$ cat src/common/imu_cmd_consts.svh
`ifndef IMU_CMD_CONSTS_SVH
`define IMU_CMD_CONSTS_SVH

// command identifiers
`define ID_ACK 8'h00
`define ID_NACK 8'h01
`define ID_FW_UPLOAD 8'h02
`define ID_LOADER_UPLOAD 8'h03
`define ID_GET_CONFIG 8'h04
`define ID_GET_STATUS 8'h05
`define ID_ENTER_COMMAND 8'h06
`define ID_ENTER_STREAMING 8'h07
`define ID_SET_TRANSMIT 8'h0a
`define ID_SET_OUTPUT_RATE 8'h0b
`define ID_SET_GYR_AUTOCAL 8'h17
`define ID_SET_GYR_THRES 8'h18
`define ID_SET_DATA_MODE 8'h4b

// upload chunk
`define CHUNK_LAST 9'h0ff

// enable bit of the one-bit set commands
`define SET_FLAG_BIT 0

// output rate values and their codes
`define RATE_5 32'h0000_0005
`define RATE_10 32'h0000_000a
`define RATE_30 32'h0000_001e
`define RATE_50 32'h0000_0032
`define RATE_100 32'h0000_0064
`define RATE_200 32'h0000_00c8
`define RATE_300 32'h0000_012c
`define RATE_500 32'h0000_01f4
`define RATE_CODE_RESET 3'h4

// configuration word fields
`define CFG_RATE_MSB 2
`define CFG_RATE_LSB 0
`define CFG_TXLO_MSB 14
`define CFG_TXLO_LSB 9
`define CFG_TXHI_MSB 19
`define CFG_TXHI_LSB 16
`define CFG_DYN_MAG 20
`define CFG_LIN_ACC 21
`define CFG_MODE16 22
`define CFG_GYR_THRES 23
`define CFG_MAG_COMP 24
`define CFG_ACC_COMP 25
`define CFG_GYR_AUTOCAL 30
`define CFG_RSVD_MASK 32'hbc00_81f8

// status word fields
`define STS_CMD_MODE 0
`define STS_STREAM_MODE 1
`define STS_GYR_CAL 3
`define STS_INIT_MSB 8
`define STS_INIT_LSB 5
`define STS_UNRESP_MSB 11
`define STS_UNRESP_LSB 9
`define STS_FLASH_FAIL 12
`define STS_RATE_FAIL 14
`define STS_RSVD_MASK 32'hffff_a014

`endif

$ cat src/common/imu_cmd_pkg.sv
package imu_cmd_pkg;
    typedef enum logic {MODE_COMMAND, MODE_STREAM} op_mode_t;
    typedef enum logic {ST_IDLE, ST_CHUNK} cmd_state_t;
    typedef logic [7:0] cmd_id_t;
    typedef logic [31:0] word_t;
endpackage

$ cat src/chunk_byte_counter.sv
`timescale 1ns/1ns
`include "imu_cmd_consts.svh"

module chunk_byte_counter (
    input wire logic sys_clk,
    input wire logic rst_sync_n,
    input wire logic start,
    input wire logic byte_take,
    output logic last_byte
);
    logic [8:0] count_ff;
    logic [8:0] nxt_count;

    // counts bytes of one update packet
    always_comb begin
        nxt_count = count_ff;
        if (start) begin
            nxt_count = '0;
        end else if (byte_take) begin
            nxt_count = count_ff + 9'h001;
        end
    end

    always_ff @(posedge sys_clk or negedge rst_sync_n) begin
        if (!rst_sync_n) begin
            count_ff <= '0;
        end else begin
            count_ff <= nxt_count;
        end
    end

    assign last_byte = byte_take && (count_ff == `CHUNK_LAST);
endmodule

$ cat src/imu_command_config_status.sv
// What this block does
// - successful set command answered with id 0
// - failed set command answered with id 1
// - every update packet gets its own reply
// - id 4 returns read-only configuration word
// - config bits 0-2 show output rate
// - config bits 9-14 show sensor output enables
// - config bits 16-19, 21 show derived outputs
// - config bits 20, 24, 25 show corrections
// - config bits 22, 23, 30 show modes
// - id 5 returns read-only status word
// - status bits 0, 1, 3 show modes, calibration
// - status bits 5-8 flag initialization failures
// - status bits 9-12, 14 flag faults
// - id 6 enters command mode, replies
// - id 7 streams; refuses all but id 6
`timescale 1ns/1ns
`include "imu_cmd_consts.svh"

module imu_command_config_status (
    input wire logic sys_clk,
    input wire logic rst_n,
    input wire logic cmd_valid,
    input wire logic [7:0] cmd_id,
    input wire logic [31:0] cmd_data,
    output logic cmd_ready,
    input wire logic pay_valid,
    input wire logic [7:0] pay_byte,
    input wire logic img_err,
    output logic img_valid,
    output logic [7:0] img_byte,
    output logic img_loader,
    output logic reply_valid,
    output logic [7:0] reply_id,
    output logic reply_has_data,
    output logic [31:0] reply_data,
    output logic stream_on,
    input wire logic dyn_mag_corr_en,
    input wire logic mag_comp_en,
    input wire logic acc_comp_en,
    input wire logic gyr_cal_active,
    input wire logic [3:0] init_fail,
    input wire logic [2:0] sensor_unresp,
    input wire logic flash_write_fail
);
    logic rst_meta_ff;
    logic rst_sync_n;

    // reset release through two flops
    always_ff @(posedge sys_clk or negedge rst_n) begin
        if (!rst_n) begin
            rst_meta_ff <= 1'b0;
            rst_sync_n <= 1'b0;
        end else begin
            rst_meta_ff <= 1'b1;
            rst_sync_n <= rst_meta_ff;
        end
    end

    function automatic logic [3:0] rate_code(input logic [31:0] val);
        case (val)
            `RATE_5: rate_code = {1'b1, 3'h0};
            `RATE_10: rate_code = {1'b1, 3'h1};
            `RATE_30: rate_code = {1'b1, 3'h2};
            `RATE_50: rate_code = {1'b1, 3'h3};
            `RATE_100: rate_code = {1'b1, 3'h4};
            `RATE_200: rate_code = {1'b1, 3'h5};
            `RATE_300: rate_code = {1'b1, 3'h6};
            `RATE_500: rate_code = {1'b1, 3'h7};
            default: rate_code = {1'b0, 3'h0};
        endcase
    endfunction

    imu_cmd_pkg::op_mode_t mode_ff, nxt_mode;
    imu_cmd_pkg::cmd_state_t state_ff, nxt_state;
    logic loader_ff, nxt_loader;
    logic [2:0] rate_ff, nxt_rate;
    logic [5:0] txlo_ff, nxt_txlo;
    logic [3:0] txhi_ff, nxt_txhi;
    logic lin_ff, nxt_lin;
    logic mode16_ff, nxt_mode16;
    logic thres_ff, nxt_thres;
    logic autocal_ff, nxt_autocal;
    logic rate_fail_ff, nxt_rate_fail;
    logic reply_valid_ff, nxt_reply_valid;
    logic [7:0] reply_id_ff, nxt_reply_id;
    logic reply_has_data_ff, nxt_reply_has_data;
    logic [31:0] reply_data_ff, nxt_reply_data;
    logic cmd_ready_ff, nxt_cmd_ready;
    logic img_valid_ff, nxt_img_valid;
    logic [7:0] img_byte_ff, nxt_img_byte;
    logic stream_on_ff, nxt_stream_on;
    logic [31:0] cfg_word;
    logic [31:0] status_word;
    logic take;
    logic byte_take;
    logic last_byte;
    logic [3:0] rate_dec;

    assign take = cmd_valid && cmd_ready_ff;
    assign byte_take = pay_valid && (state_ff == imu_cmd_pkg::ST_CHUNK);
    assign rate_dec = rate_code(cmd_data);

    chunk_byte_counter u_chunk (
        .sys_clk(sys_clk),
        .rst_sync_n(rst_sync_n),
        .start(take),
        .byte_take(byte_take),
        .last_byte(last_byte)
    );

    // configuration word, reserved bits zero
    always_comb begin
        cfg_word = '0;
        cfg_word[`CFG_RATE_MSB:`CFG_RATE_LSB] = rate_ff;
        cfg_word[`CFG_TXLO_MSB:`CFG_TXLO_LSB] = txlo_ff;
        cfg_word[`CFG_TXHI_MSB:`CFG_TXHI_LSB] = txhi_ff;
        cfg_word[`CFG_LIN_ACC] = lin_ff;
        cfg_word[`CFG_DYN_MAG] = dyn_mag_corr_en;
        cfg_word[`CFG_MAG_COMP] = mag_comp_en;
        cfg_word[`CFG_ACC_COMP] = acc_comp_en;
        cfg_word[`CFG_MODE16] = mode16_ff;
        cfg_word[`CFG_GYR_THRES] = thres_ff;
        cfg_word[`CFG_GYR_AUTOCAL] = autocal_ff;
    end

    // status word, reserved bits zero
    always_comb begin
        status_word = '0;
        status_word[`STS_CMD_MODE] = (mode_ff == imu_cmd_pkg::MODE_COMMAND);
        status_word[`STS_STREAM_MODE] = (mode_ff == imu_cmd_pkg::MODE_STREAM);
        status_word[`STS_GYR_CAL] = gyr_cal_active;
        status_word[`STS_INIT_MSB:`STS_INIT_LSB] = init_fail;
        status_word[`STS_UNRESP_MSB:`STS_UNRESP_LSB] = sensor_unresp;
        status_word[`STS_FLASH_FAIL] = flash_write_fail;
        status_word[`STS_RATE_FAIL] = rate_fail_ff;
    end

    // command decode and reply
    always_comb begin
        nxt_mode = mode_ff;
        nxt_state = state_ff;
        nxt_loader = loader_ff;
        nxt_rate = rate_ff;
        nxt_txlo = txlo_ff;
        nxt_txhi = txhi_ff;
        nxt_lin = lin_ff;
        nxt_mode16 = mode16_ff;
        nxt_thres = thres_ff;
        nxt_autocal = autocal_ff;
        nxt_rate_fail = rate_fail_ff;
        nxt_reply_valid = 1'b0;
        nxt_reply_id = reply_id_ff;
        nxt_reply_has_data = 1'b0;
        nxt_reply_data = '0;
        nxt_img_valid = byte_take;
        nxt_img_byte = byte_take ? pay_byte : img_byte_ff;
        case (state_ff)
            imu_cmd_pkg::ST_IDLE: begin
                if (take) begin
                    nxt_reply_valid = 1'b1;
                    nxt_reply_id = `ID_ACK;
                    if (mode_ff == imu_cmd_pkg::MODE_STREAM) begin
                        if (cmd_id == `ID_ENTER_COMMAND) begin
                            nxt_mode = imu_cmd_pkg::MODE_COMMAND;
                        end else begin
                            nxt_reply_id = `ID_NACK;
                        end
                    end else begin
                        case (cmd_id)
                            `ID_FW_UPLOAD, `ID_LOADER_UPLOAD: begin
                                nxt_reply_valid = 1'b0;
                                nxt_state = imu_cmd_pkg::ST_CHUNK;
                                nxt_loader = (cmd_id == `ID_LOADER_UPLOAD);
                            end
                            `ID_GET_CONFIG: begin
                                nxt_reply_id = cmd_id;
                                nxt_reply_has_data = 1'b1;
                                nxt_reply_data = cfg_word;
                            end
                            `ID_GET_STATUS: begin
                                nxt_reply_id = cmd_id;
                                nxt_reply_has_data = 1'b1;
                                nxt_reply_data = status_word;
                            end
                            `ID_ENTER_COMMAND: begin
                                nxt_mode = imu_cmd_pkg::MODE_COMMAND;
                            end
                            `ID_ENTER_STREAMING: begin
                                nxt_mode = imu_cmd_pkg::MODE_STREAM;
                            end
                            `ID_SET_TRANSMIT: begin
                                nxt_txlo = cmd_data[`CFG_TXLO_MSB:`CFG_TXLO_LSB];
                                nxt_txhi = cmd_data[`CFG_TXHI_MSB:`CFG_TXHI_LSB];
                                nxt_lin = cmd_data[`CFG_LIN_ACC];
                            end
                            `ID_SET_OUTPUT_RATE: begin
                                nxt_rate_fail = !rate_dec[3];
                                if (rate_dec[3]) begin
                                    nxt_rate = rate_dec[2:0];
                                end else begin
                                    nxt_reply_id = `ID_NACK;
                                end
                            end
                            `ID_SET_GYR_AUTOCAL: nxt_autocal = cmd_data[`SET_FLAG_BIT];
                            `ID_SET_GYR_THRES: nxt_thres = cmd_data[`SET_FLAG_BIT];
                            `ID_SET_DATA_MODE: nxt_mode16 = cmd_data[`SET_FLAG_BIT];
                            default: nxt_reply_id = `ID_NACK;
                        endcase
                    end
                end
            end
            imu_cmd_pkg::ST_CHUNK: begin
                if (last_byte) begin
                    nxt_state = imu_cmd_pkg::ST_IDLE;
                    nxt_reply_valid = 1'b1;
                    nxt_reply_id = img_err ? `ID_NACK : `ID_ACK;
                end
            end
            default: nxt_state = imu_cmd_pkg::ST_IDLE;
        endcase
        nxt_cmd_ready = (nxt_state == imu_cmd_pkg::ST_IDLE);
        nxt_stream_on = (nxt_mode == imu_cmd_pkg::MODE_STREAM);
    end

    always_ff @(posedge sys_clk or negedge rst_sync_n) begin
        if (!rst_sync_n) begin
            mode_ff <= imu_cmd_pkg::MODE_COMMAND;
            state_ff <= imu_cmd_pkg::ST_IDLE;
            loader_ff <= 1'b0;
            rate_ff <= `RATE_CODE_RESET;
            txlo_ff <= '0;
            txhi_ff <= '0;
            lin_ff <= 1'b0;
            mode16_ff <= 1'b0;
            thres_ff <= 1'b0;
            autocal_ff <= 1'b0;
            rate_fail_ff <= 1'b0;
            reply_valid_ff <= 1'b0;
            reply_id_ff <= `ID_ACK;
            reply_has_data_ff <= 1'b0;
            reply_data_ff <= '0;
            cmd_ready_ff <= 1'b0;
            img_valid_ff <= 1'b0;
            img_byte_ff <= '0;
            stream_on_ff <= 1'b0;
        end else begin
            mode_ff <= nxt_mode;
            state_ff <= nxt_state;
            loader_ff <= nxt_loader;
            rate_ff <= nxt_rate;
            txlo_ff <= nxt_txlo;
            txhi_ff <= nxt_txhi;
            lin_ff <= nxt_lin;
            mode16_ff <= nxt_mode16;
            thres_ff <= nxt_thres;
            autocal_ff <= nxt_autocal;
            rate_fail_ff <= nxt_rate_fail;
            reply_valid_ff <= nxt_reply_valid;
            reply_id_ff <= nxt_reply_id;
            reply_has_data_ff <= nxt_reply_has_data;
            reply_data_ff <= nxt_reply_data;
            cmd_ready_ff <= nxt_cmd_ready;
            img_valid_ff <= nxt_img_valid;
            img_byte_ff <= nxt_img_byte;
            stream_on_ff <= nxt_stream_on;
        end
    end

    assign cmd_ready = cmd_ready_ff;
    assign img_valid = img_valid_ff;
    assign img_byte = img_byte_ff;
    assign img_loader = loader_ff;
    assign reply_valid = reply_valid_ff;
    assign reply_id = reply_id_ff;
    assign reply_has_data = reply_has_data_ff;
    assign reply_data = reply_data_ff;
    assign stream_on = stream_on_ff;
endmodule

$ cat config.mk
export PLATFORM = sky130hd
export DESIGN_NAME = imu_command_config_status
export DESIGN_NICKNAME = d
export VERILOG_FILES = /design/src/common/imu_cmd_pkg.sv /design/src/chunk_byte_counter.sv /design/src/imu_command_config_status.sv
export VERILOG_INCLUDE_DIRS = /design/src /design/src/common
export SDC_FILE = /design/constraint.sdc
export NUM_CORES = 1
export LEC_CHECK = 0
export ABC_AREA = 1
export BUFFER_PORTS_ARGS = -buffer_cell sky130_fd_sc_hd__buf_2
export CAP_MARGIN = 0
export CORE_MARGIN = 1.5
export CORE_UTILIZATION = 54
export CTS_BUF_LIST = sky130_fd_sc_hd__clkbuf_16
export DETAILED_ROUTE_END_ITERATION = 10
export PLACE_DENSITY = 0.85
export SYNTH_ARGS = -nofsm -noshare
export SYNTH_HDL_FRONTEND = slang
export SYNTH_SLANG_ARGS = --single-unit
export TNS_END_PERCENT = 5
$ cat constraint.sdc
create_clock -name sys_clk -period 3.7 [get_ports sys_clk]
set_input_delay 0.185 -clock sys_clk [delete_from_list [all_inputs] [get_ports sys_clk]]
set_output_delay 0.185 -clock sys_clk [all_outputs]
set_load 0.01 [all_outputs]
=== Word-level counts from Yosys, hierarchy flattened ===
Cells that the tools add are included.

* Register bits: 84
* Output and inout bits: 54
* Word-level logic and storage cells: 96

* Equality and inequality tests: 22
* Multiplexer cells: 32
* Bitwise operators: 3
* Reduce and logical (&&, ||, !) cells: 17
* $add $sub $neg: 1

{| class="wikitable"
|+ Operators by type and width
! kind !! count
|-
| $mux 31 || 3
|-
| $eq 32x9->1 const B || 2
|-
| $pmux 31 s2 || 1
|-
| $eq 32x3->1 const B || 1
|-
| $eq 32x4->1 const B || 1
|-
| $eq 32x5->1 const B || 1
|-
| $eq 32x6->1 const B || 1
|-
| $eq 32x7->1 const B || 1
|-
| $eq 32x8->1 const B || 1
|-
| $eq 8x3->1 const B || 4
|-
| $pmux 4 s8 || 1
|-
| $mux 8 || 3
|-
| $pmux 8 s3 || 1
|-
| $reduce_and 4->1 || 6
|-
| $mux 1 || 18
|-
| $mux 9 || 2
|-
| $eq 8x2->1 const B || 2
|-
| $eq 8x4->1 const B || 2
|-
| $eq 8x5->1 const B || 2
|-
| $pmux 8 s2 || 1
|-
| $add 9x1->9 const B || 1
|-
| $eq 9x8->1 const B || 1
|-
| $eq 8x7->1 const B || 1
|-
| $reduce_or 8->1 || 1
|-
| other kinds (10) || 17
|}

=== Logic depth before layout (Yosys ltp) ===
Gate-level depths: netlist of the first run.

* Word-level depth: 7
* Depth in mapped cells: 13
* Gate-level depth less buffers: 13

=== Hierarchy ===
From an unflattened synthesis of the first run, not the netlist that was laid out.

* Cell total of the unflattened synthesis: 430
* Area, all modules: 3,722.3 um^2

{| class="wikitable"
|+ By module, submodules not included
! module !! times used !! cells each !! area an instance (um^2)
|-
| imu_command_config_status || 1 || 362 || 3,220.6
|-
| chunk_byte_counter || 1 || 68 || 501.7
|}

=== Worst setup path before layout of the first run ===
Ideal clock, no wire load.

* Kind: register to register
* Start point: register u_chunk.count_ff[0]
* End point: register reply_id_ff[0] (netlist: reply_id[0])
* Cell stages (with the launch flop): 11
* Setup slack: 2,108 ps
* Arrival time: 1,472 ps
* Period minus slack after synthesis: 1,592 ps
* Path buffers: 0
* Cell sequence: dfrtp_1 -> ha_1 -> inv_1 -> nor4_1 -> ha_1 -> nand2_1 -> inv_2 -> nor2_2 -> clkinv_1 -> nor2_1 -> a21oi_1

* Longest elaborated chain between the ends: 4

{| class="wikitable"
|+ Ends and longest elaborated chain
! item !! RTL line !! text
|-
| start, declared || chunk_byte_counter.sv:11 || <nowiki>logic [8:0] count_ff;</nowiki>
|-
| start signal, assigned || chunk_byte_counter.sv:28 || <nowiki>count_ff <= nxt_count;</nowiki>
|-
| $eq 9x8->1 (no source line) || - ||
|-
| $logic_and 1x1->1 || chunk_byte_counter.sv:32 || <nowiki>assign last_byte = byte_take && (count_ff == `CHUNK_LAST);</nowiki>
|-
| $ne 2x1->1 (no source line) || - ||
|-
| $reduce_and 2->1 (no source line) || - ||
|-
| end signal, assigned || imu_command_config_status.sv:240 || <nowiki>reply_id_ff <= `ID_ACK;</nowiki>
|-
| end signal, assigned || imu_command_config_status.sv:260 || <nowiki>reply_id_ff <= nxt_reply_id;</nowiki>
|-
| end, declared || imu_command_config_status.sv:86 || <nowiki>logic [7:0] reply_id_ff, nxt_reply_id;</nowiki>
|}

Every way passes these cells.
A chain may end at the register's enable or synchronous reset.

=== Final worst setup path of the first run ===
* Start point: register cmd_ready_ff (netlist: cmd_ready)
* End point: register rate_ff[0]

* Longest elaborated chain between the ends: 2

{| class="wikitable"
|+ Ends and longest elaborated chain
! item !! RTL line !! text
|-
| start, declared || imu_command_config_status.sv:89 || <nowiki>logic cmd_ready_ff, nxt_cmd_ready;</nowiki>
|-
| start signal, assigned || imu_command_config_status.sv:263 || <nowiki>cmd_ready_ff <= nxt_cmd_ready;</nowiki>
|-
| $logic_and 1x1->1 || imu_command_config_status.sv:100 || <nowiki>assign take = cmd_valid && cmd_ready_ff;</nowiki>
|-
| $reduce_and 5->1 (no source line) || - ||
|-
| end signal, assigned || imu_command_config_status.sv:231 || <nowiki>rate_ff <= `RATE_CODE_RESET;</nowiki>
|-
| end signal, assigned || imu_command_config_status.sv:251 || <nowiki>rate_ff <= nxt_rate;</nowiki>
|-
| end, declared || imu_command_config_status.sv:77 || <nowiki>logic [2:0] rate_ff, nxt_rate;</nowiki>
|}

Every way passes these cells.

==> impl_metrics.yaml, run 1 <==
synth:
  ys_types: 32
  synth-seq-area-share: 0.536
  syn_area_per_cell_um2: 8.27
  synth_cells: 435
  yosysWarningCount: 0
  synth_area_mm2: 0.00360
  ys_ff_latch: 77
detailed_routing:
  drc: 0
  first_pass_iters: 4
  drt_iter0_drc: 189
  wirelength_um: 7620
  num_vias: 3066
  drtAntennaViolNets: 0
  routed_via_density: 4.88
  wl_per_cell_um: 12.1
sta:
  fin_crit_ps: 1970
  max_freq_mhz: 508
  worstMarginPinSlew_ps: 914
  final_max_slew_viol_count: 0
  final_hold_viol_count: 0
  grt_setup_unrepaired: "false"
  slew_headroom: 0.391
  period_share: 0.532
  setup_violations: 0
  finalSetupTns_ps: 0
  fin_skew_ps: 6.41
cts:
  cts_root_buf: "clkbuf_16"
  numCtsBuffers: 9
  cts_sinks: 77
  cts.htree.levels: 3
  clock_latency_ps: 320
  cts_tree: "built"
  cts_buffer_depth: 2
  clkTransAtPathRegs_ps: 60
  post_cts_buffers: 0
worst_setup_path:
  critical_path_class: "flop to flop"
  critPathTopFamily: "simple AND/OR/NAND/NOR gates"
  worst_ep_required_time_ps: 3910
  critPathBufInv: 4
  cp_slowest_stage_delay_ps: 380
  crit_slowest_cell: "nor2_4"
  critPathArrivalTime_ps: 2180
  crit_path_max_fanout: 21
  cp-end-kind: "flop"
  path_cells: "nand2_2 -> nor2_4 -> inv_2 -> nor2_4 -> inv_2 -> nor2_4 -> nand2_4 -> inv_2 -> nand2_1 -> o21ai_1 -> inv_1"
  crit_path_start_kind: "flop"
cells_and_area:
  drive_above_1_share: 0.294
  register_area_mm2: 0.00193
  n_fill_cell: 503
  multi_input_area_mm2: 0.00133
  nNetsFinal: 615
  fin_util: 0.694
  n_antenna_cell: 0
  fin_cells: 628
  syn_to_final_growth_pct: 23.2
power:
  intPower_mw: 1.41
  clkPwrFrac: 0.397
  p_sw_frac: 0.251
  ir_drop_uv: 318
  leakage_nw: 2.47
  power_frac_seq: 0.502
  p_switching_uw: 473
  p_comb_frac: 0.101
  p_per_area_mw_per_mm2: 426
placed_design:
  gp_routability_congestion: 0.808
  place.port_buffers: 111
  hpwlAfterDp_um: 5700
  place_inst: 613
floorplan:
  initial_core_util: 0.563
  rows: 29
  core_area_mm2: 0.00639
  io_pins: 119
  dieArea_mm2: 0.00716
  die_h_um: 84.6
  die_w_um: 84.6
global_route:
  gr-total-overflow: 0
  grt_max_degree: 76
  grt_pass1_wl_um: 13000
  grt_usage: 0.227
  grt_antenna_before_repair: 0
  grt_pass1_vias: 2981
job:
  cap_violations: 0
hold_path:
  hp-class: "input pin to flop"
outcome:
  status: "complete, no violations"
-- worst paths after layout --
kind / start / to / slack [ps] / depth (start not counted)
max: cmd_ready / rate_ff[0] / 1730 / 11
min: pay_byte[6] / img_byte[6] / 50 / 3
max reg2reg: cmd_ready / rate_ff[0] / 1730 / 11
min reg2reg: rst_meta_ff / rst_sync_n / 360 / 0
max in group asynchronous: rst_sync_n / rate_ff[0] / 2640 / 0
min in group asynchronous: rst_n / rst_meta_ff / 170 / 2
-- what timing repair did --
item	in CTS	in global routing
endpoints found under the hold margin	2	0
endpoints found under the setup margin	0	0
gates resized for setup	0	0
hold buffers	1	0
-- power by group through the flow --
stage                     clock network [mW]  logic (mW)  registers [mW]
after floorplan                            0       0.113           0.957
after global placement                     0       0.179           0.959
after detailed placement                   0       0.190           0.961
after CTS                              0.763       0.192           0.947
after global routing                   0.802       0.221           0.956
final                                  0.749       0.191           0.947
-- per-layer routing --
metal | wire (um) | share of wire | vias up | track usage
met1 | 3330 | 0.44 | 1408 | 0.289
met4 | 132 | 0.017 | 0 | 0.0894
met3 | 396 | 0.052 | 12 | 0.0511
met2 | 3760 | 0.49 | 95 | 0.380
li1 | - | - | 1551 | -
met5 | 0 | 0 | - | 0
-- synth_stat cells --
| cell | count | area [um^2] |
|---|---|---|
| a211oi_1 | 2 | 15.0 |
| a21oi_1 | 13 | 65.1 |
| and2_1 | 1 | 6.26 |
| buf_2 | 5 | 25.0 |
| buf_4 | 9 | 67.6 |
| buf_6 | 1 | 11.3 |
| clkbuf_1 | 1 | 3.75 |
| clkinv_1 | 2 | 7.51 |
| conb_1 | 2 | 7.51 |
| dfrtp_1 | 76 | 1900 |
| dfstp_2 | 1 | 26.3 |
| ha_1 | 2 | 25.0 |
| inv_1 | 59 | 221 |
| inv_2 | 7 | 26.3 |
| mux2_2 | 6 | 67.6 |
| nand2_1 | 95 | 357 |
| nand2_2 | 4 | 25.0 |
| nand2_4 | 1 | 11.3 |
| nand3_1 | 12 | 60.1 |
| nand3_2 | 1 | 10.0 |
| nand3b_1 | 1 | 7.51 |
| nand4_1 | 3 | 18.8 |
| nor2_1 | 77 | 289 |
| nor2_2 | 10 | 62.6 |
| nor2_4 | 3 | 33.8 |
| nor3_1 | 10 | 50.1 |
| nor3_2 | 3 | 30.0 |
| nor4_1 | 2 | 12.5 |
| o21ai_0 | 13 | 65.1 |
| o21ai_1 | 4 | 20.0 |
| o22ai_1 | 8 | 50.1 |
| o41ai_2 | 1 | 16.3 |
-- flip-flops by register name (all words and copies together) (netlist names), 3 cells and up --
register          flops
reply_id              8
txhi_ff               4
img_byte              8
rate_ff               3
txlo_ff               6
u_chunk.count_ff      9
reply_data           25
-- final cells by class --
cell class | count | area share
clock buffer | 9 | 0.0508
clock inverter | 5 | 0.00678
inverter | 68 | 0.0576
multi-input combinational | 280 | 0.300
sequential | 77 | 0.436
tap | 77 | 0.0217
timing repair buffer | 112 | 0.128
-- placed cells by master (no fill, tap or decap), types with 2 or more instances in the layout --
cell       instances
nand2_1           95
a211oi_1           2
o22ai_1            8
dfrtp_1           75
clkinv_1           3
ha_1               2
inv_2              7
inv_1             59
nor4_1             2
nand3_1           12
nor2_4             3
conb_1             8
o21ai_1            4
clkbuf_16          9
o21ai_0           13
nor3_2             3
nand2_2            4
clkinv_2           2
nand4_1            3
nor2_1            77
nor2_2            10
mux2_2             6
a21oi_1           13
nor3_1            10
buf_2            111
-- tightest hold or removal path, delay by kind of cell --
kind,cells,cell delay (ps)
buffers and inverters,1,70
and+or+nand+nor,2,80
-- logic make-up after synthesis --
logic type	count (synthesis)	share of synthesized area
mux	6	0.0188
flops	77	0.536
compound gates	41	0.0644
buf+inv	84	0.101
other cells	2	0.00209
fa+ha+maj	2	0.00696
simple gates	223	0.271
-- through the flow --
stage	setup WS, ps	hold slack (ps)	area (um^2)	total power [mW]
floorplan	1400	-111	3620	1.07
global placement	1630	-26.4	4170	1.14
detailed placement	1520	-24.7	4170	1.15
CTS	1720	46.6	4430	1.90
global route	1540	61.6	4430	1.98
finish	1730	53.2	4430	1.89
(Power assumes the default switching activity.)
==> run 2, diff against run 1 <==
--- a/config.mk
+++ b/config.mk
@@ -10,10 +10,10 @@
 export BUFFER_PORTS_ARGS = -buffer_cell sky130_fd_sc_hd__buf_2
 export CAP_MARGIN = 0
 export CORE_MARGIN = 1.5
-export CORE_UTILIZATION = 54
+export CORE_UTILIZATION = 50
 export CTS_BUF_LIST = sky130_fd_sc_hd__clkbuf_16
 export DETAILED_ROUTE_END_ITERATION = 10
-export PLACE_DENSITY = 0.85
+export PLACE_DENSITY = 0.79
 export SYNTH_ARGS = -nofsm -noshare
 export SYNTH_HDL_FRONTEND = slang
 export SYNTH_SLANG_ARGS = --single-unit
==> constraint.sdc (replaced) <==
create_clock -name sys_clk -period 2.06 [get_ports sys_clk]
set_input_delay 0.103 -clock sys_clk [delete_from_list [all_inputs] [get_ports sys_clk]]
set_output_delay 0.103 -clock sys_clk [all_outputs]
set_load 0.01 [all_outputs]
==> impl_metrics.yaml, run 2 (synthesis gave the netlist of run 1 again) <==
global_route:
  use_met2: 0.373
  grt_pass1_vias: 2905
  grt_usage: 0.220
  grt_max_degree: 41
  grt_busiest_layer: "met2"
  met1_usage: 0.272
  grt_pass1_wl_um: 12900
  gr-total-overflow: 0
  use_met3: 0.0349
  grt_antenna_before_repair: 0
power:
  p_comb_frac: 0.107
  intPower_mw: 2.70
  p_total_mw: 3.60
  p_switching_uw: 900
  leakage_nw: 2.58
  p_sw_frac: 0.250
  clkPwrFrac: 0.423
  p_per_area_mw_per_mm2: 767
  ir_drop_uv: 333
  power_frac_seq: 0.470
worst_setup_path:
  worst_ep_required_time_ps: 2280
  critPathArrivalTime_ps: 2020
  critical_path_class: "flop to flop"
  crit_path_start_kind: "flop"
  cp-end-kind: "flop"
  crit_path_max_fanout: 7
cts:
  cts.htree.levels: 3
  cts_buffer_depth: 2
  cts_sinks: 77
  clkTransAtPathRegs_ps: 60
  clock_latency_ps: 330
  numCtsBuffers: 9
  cts_tree: "built"
  cts_root_buf: "clkbuf_16"
  post_cts_buffers: 0
outcome:
  status: "complete, no violations"
placed_design:
  place_inst: 638
  dpl_cell_area_mm2: 0.00424
  pre_cts_ws_ps: 268
  place.port_buffers: 111
  hpwlAfterDp_um: 5910
  gp_routability_congestion: 0.808
floorplan:
  dieArea_mm2: 0.00771
  io_pins: 119
  rows: 30
  die_h_um: 87.8
  initial_core_util: 0.523
  core_area_mm2: 0.00687
  die_w_um: 87.8
detailed_routing:
  wl_per_cell_um: 12.1
  drc: 0
  routed_via_density: 4.66
  wirelength_um: 8120
  num_vias: 3124
  drt_iter0_drc: 147
  first_pass_iters: 4
  drtAntennaViolNets: 0
cells_and_area:
  fin_cells: 670
  syn_to_final_growth_pct: 30.4
  n_fill_cell: 569
  nNetsFinal: 636
  final_cell_mix: "buf_2, nand2_1, nor2_1, dfrtp_1, inv_1"
  drive_above_1_share: 0.296
  final_common_cell: "buf_2"
  fin_util: 0.683
  n_antenna_cell: 0
  fin_area_mm2: 0.00469
  largest_reg_flops: 25
sta:
  setup_violations: 0
  period_share: 0.873
  worstMarginPinSlew_ps: 522
  slew_headroom: 0.652
  finalWorstSetupSlack_ps: 261
  final_hold_viol_count: 0
  fin_crit_ps: 1800
  finalSetupTns_ps: 0
  hold_slack_ps: 4.75
  max_freq_mhz: 556
  final_max_slew_viol_count: 0
  grt_setup_unrepaired: "false"
  fin_skew_ps: 5.04
job:
  cap_violations: 0
hold_path:
  hp-class: "input pin to flop"
==> run 2: changes by cell type in the layout (fill, tap and decap cells not counted), sizes merged <==
| cell | before | now |
|---|---|---|
| dlygate4sd3 | 1 | 16 |
| buf | 111 | 117 |
| bufinv | 0 | 1 |
| clkinv | 6 | 5 |
| clkinvlp | 1 | 2 |
| inv | 66 | 67 |
==> run 2: repair_timing <==
action | in CTS | in global routing
hold buffers | 15 | 1
hold endpoints to repair | 16 | 1
resized for setup | 0 | 0
==> run 2: path summary, 6_finish.rpt <==
check | from | end | slack [ps] | depth (start not counted)
worst min register to register | rst_sync_n | rate_fail_ff | 300 | 0
min in group asynchronous | rst_n | rst_meta_ff | 80 | 2
worst min-delay path | mag_comp_en | reply_data[24] | 5 | 3
worst max-delay path | u_chunk.count_ff[0] | reply_id[0] | 260 | 10
max in group asynchronous | rst_sync_n | txhi_ff[3] | 1080 | 1
worst max register to register | u_chunk.count_ff[0] | reply_id[0] | 260 | 10
==> run 2: cell type report <==
class	count	area [um^2]	area share
well taps	96	120	0.0256
inverters	68	255	0.0544
clock inverters	7	67.6	0.0144
flip-flops and latches	77	1930	0.412
repair buffers	133	761	0.162
multi-input cells	280	1330	0.283
clock buffers	9	225	0.0480
==> run 2: layer usage <==
| layer | wire length (um) | part of all wire |
|---|---|---|
| met1 | 3510 | 0.43 |
| met2 | 4020 | 0.49 |
| met3 | 410 | 0.051 |
| met4 | 183 | 0.023 |
| met5 | 0 | 0 |
==> run 2: worst max-delay path, cell delays in order, from the launching register on <==
cell	delay, ps
dfrtp_1	410
ha_1	210
inv_1	100
nor4_1	70
ha_1	180
nand2_1	110
inv_2	50
nor2_2	170
clkinv_1	200
nor2_1	140
a21oi_1	50
==> run 2: power by group through the flow <==
stage | Sequential (mW) | Combinational [mW] | Clock [mW]
after floorplan | 1.72 | 0.203 | 0
after global placement | 1.71 | 0.346 | 0
after detailed placement | 1.71 | 0.361 | 0
after CTS | 1.69 | 0.385 | 1.53
after global routing | 1.70 | 0.432 | 1.61
final | 1.69 | 0.385 | 1.52
==> run 3, diff against run 2 <==
--- a/config.mk
+++ b/config.mk
@@ -11,9 +11,9 @@
 export CAP_MARGIN = 0
 export CORE_MARGIN = 1.5
 export CORE_UTILIZATION = 50
-export CTS_BUF_LIST = sky130_fd_sc_hd__clkbuf_16
 export DETAILED_ROUTE_END_ITERATION = 10
 export PLACE_DENSITY = 0.79
+export SETUP_SLACK_MARGIN = 0.5
 export SYNTH_ARGS = -nofsm -noshare
 export SYNTH_HDL_FRONTEND = slang
 export SYNTH_SLANG_ARGS = --single-unit
==> impl_metrics.yaml, run 3 (synthesis gave the netlist of run 1 again) <==
floorplan:
  core_area_mm2: 0.00687
  die_w_um: 87.8
  rows: 30
  initial_core_util: 0.523
  dieArea_mm2: 0.00771
  io_pins: 119
  die_h_um: 87.8
power:
  leakage_nw: 2.63
  p_sw_frac: 0.273
  clkPwrFrac: 0.331
  p_per_area_mw_per_mm2: 684
  p_comb_frac: 0.165
  power_frac_seq: 0.504
  intPower_mw: 2.41
  p_switching_uw: 904
  ir_drop_uv: 315
cts:
  clkTransAtPathRegs_ps: 70
  cts_sinks: 77
  numCtsBuffers: 9
  cts_tree: "built"
  cts.htree.levels: 3
  clock_latency_ps: 350
  cts_root_buf: "clkbuf_8"
  cts_buffer_depth: 2
worst_setup_path:
  critical_path_class: "flop to flop"
  critPathTopFamily: "adder cells"
  cp_slowest_stage_delay_ps: 360
  cp-end-kind: "flop"
  critPathArrivalTime_ps: 1830
  path_cells: "ha_2 -> inv_2 -> nor4_4 -> ha_2 -> nand2_2 -> inv_2 -> nor2_4 -> a21oi_2 -> nand2_1 -> inv_1 -> a21oi_2"
  regToRegSetupSlack_ps: 470
  crit_path_max_fanout: 4
  critPathBufInv: 3
  worst_ep_required_time_ps: 2300
  reg2reg_to: "reply_id[0]"
  r2r_start: "u_chunk.count_ff[0]"
  rr_worst_depth: 11
  crit_path_start_kind: "flop"
  crit_slowest_cell: "dfrtp_1"
sta:
  period_share: 0.771
  final_max_slew_viol_count: 0
  final_hold_viol_count: 0
  hold_slack_ps: 23.8
  worstMarginPinSlew_ps: 515
  finalSetupTns_ps: 0
  setup_violations: 0
  fin_skew_ps: 10.4
  max_freq_mhz: 629
  slew_headroom: 0.656
  grt_setup_unrepaired: "true"
  finalWorstSetupSlack_ps: 471
  fin_crit_ps: 1590
placed_design:
  dpl_cell_area_mm2: 0.00424
  place_inst: 638
  gp_routability_congestion: 0.808
  hpwlAfterDp_um: 5910
  place.port_buffers: 111
  pre_cts_ws_ps: 268
cells_and_area:
  fin_cells: 687
  multi_input_area_mm2: 0.00144
  register_area_mm2: 0.00193
  fin_area_mm2: 0.00485
  final_cell_mix: "buf_2, nand2_1, dfrtp_1, nor2_1, inv_1"
  nNetsFinal: 653
  final_common_cell: "buf_2"
  n_antenna_cell: 0
  syn_to_final_growth_pct: 34.8
  largest_reg_flops: 25
  n_fill_cell: 537
  drive_above_1_share: 0.345
hold_path:
  worstHoldEndpoint: "txhi_ff[3]"
  hp-class: "input pin to flop"
  min_from: "cmd_data[19]"
  whs_path_depth: 2
detailed_routing:
  routed_via_density: 4.73
  wl_per_cell_um: 12.3
  num_vias: 3252
  drc: 0
  first_pass_iters: 5
  drt_iter0_drc: 126
  wirelength_um: 8480
  drtAntennaViolNets: 0
global_route:
  gr-total-overflow: 0
  grt_antenna_before_repair: 0
  grt_max_degree: 41
  grt_usage: 0.229
  grt_pass1_vias: 3065
  grt_pass1_wl_um: 13500
outcome:
  status: "complete, no violations"
job:
  cap_violations: 0
## run 3: worst max-delay path by stage
stage | start | end | cells past startpoint
floorplan | u_chunk.count_ff[0] | reply_id[0] | 10
global placement | u_chunk.count_ff[0] | reply_id[0] | 10
detailed placement | u_chunk.count_ff[0] | reply_id[0] | 10
CTS | u_chunk.count_ff[5] | reply_id[0] | 10
global route | u_chunk.count_ff[0] | reply_id[0] | 11
finish | u_chunk.count_ff[0] | reply_id[0] | 11
## run 3: what timing repair did
item                                    4_1_cts  5_1_grt
endpoints found under the setup margin       11       23
setup buffers                                 8        4
gates resized for setup                      12       22
pin swaps                                     6       10
hold endpoints to repair                     22        0
hold buffers                                 21        0
## run 3: per-stage QoR
stage | utilization | power (mW)
floorplan | - | 1.92
global placement | 0.617 | 2.06
detailed placement | 0.617 | 2.07
CTS | 0.691 | 3.28
global route | 0.705 | 3.47
finish | 0.705 | 3.32
## run 3: power by group through the flow
stage | Sequential, mW | Combinational (mW) | Clock (mW)
3_5_place_dp | 1.71 | 0.361 | 0
6_report | 1.67 | 0.546 | 1.10
5_1_grt | 1.68 | 0.606 | 1.18
3_3_place_gp | 1.71 | 0.346 | 0
4_1_cts | 1.67 | 0.502 | 1.11
2_1_floorplan | 1.72 | 0.203 | 0
## run 3: layout make-up
cell class                      count  area share
Clock buffer                       10      0.0263
Clock inverter                      6      0.0132
Inverter                           68      0.0542
Multi-Input combinational cell    280       0.297
Sequential cell                    77       0.399
Tap cell                           96      0.0248
Timing Repair Buffer              150       0.186
## run 3: metal layers
metal,up-vias,track usage,wire length [um]
met5,-,0,0
met3,21,0.0405,387
li1,1630,-,-
met2,111,0.392,4190
met4,0,0.111,226
met1,1490,0.280,3670
## run 3: worst reg2reg max path, cell delays in order (launching register included)
cell     delay (ps)
dfrtp_1         360
ha_2            180
inv_2            50
nor4_4          200
ha_2            210
nand2_2          80
inv_2            90
nor2_4           60
a21oi_2          90
nand2_1          50
inv_1            60
a21oi_2          50
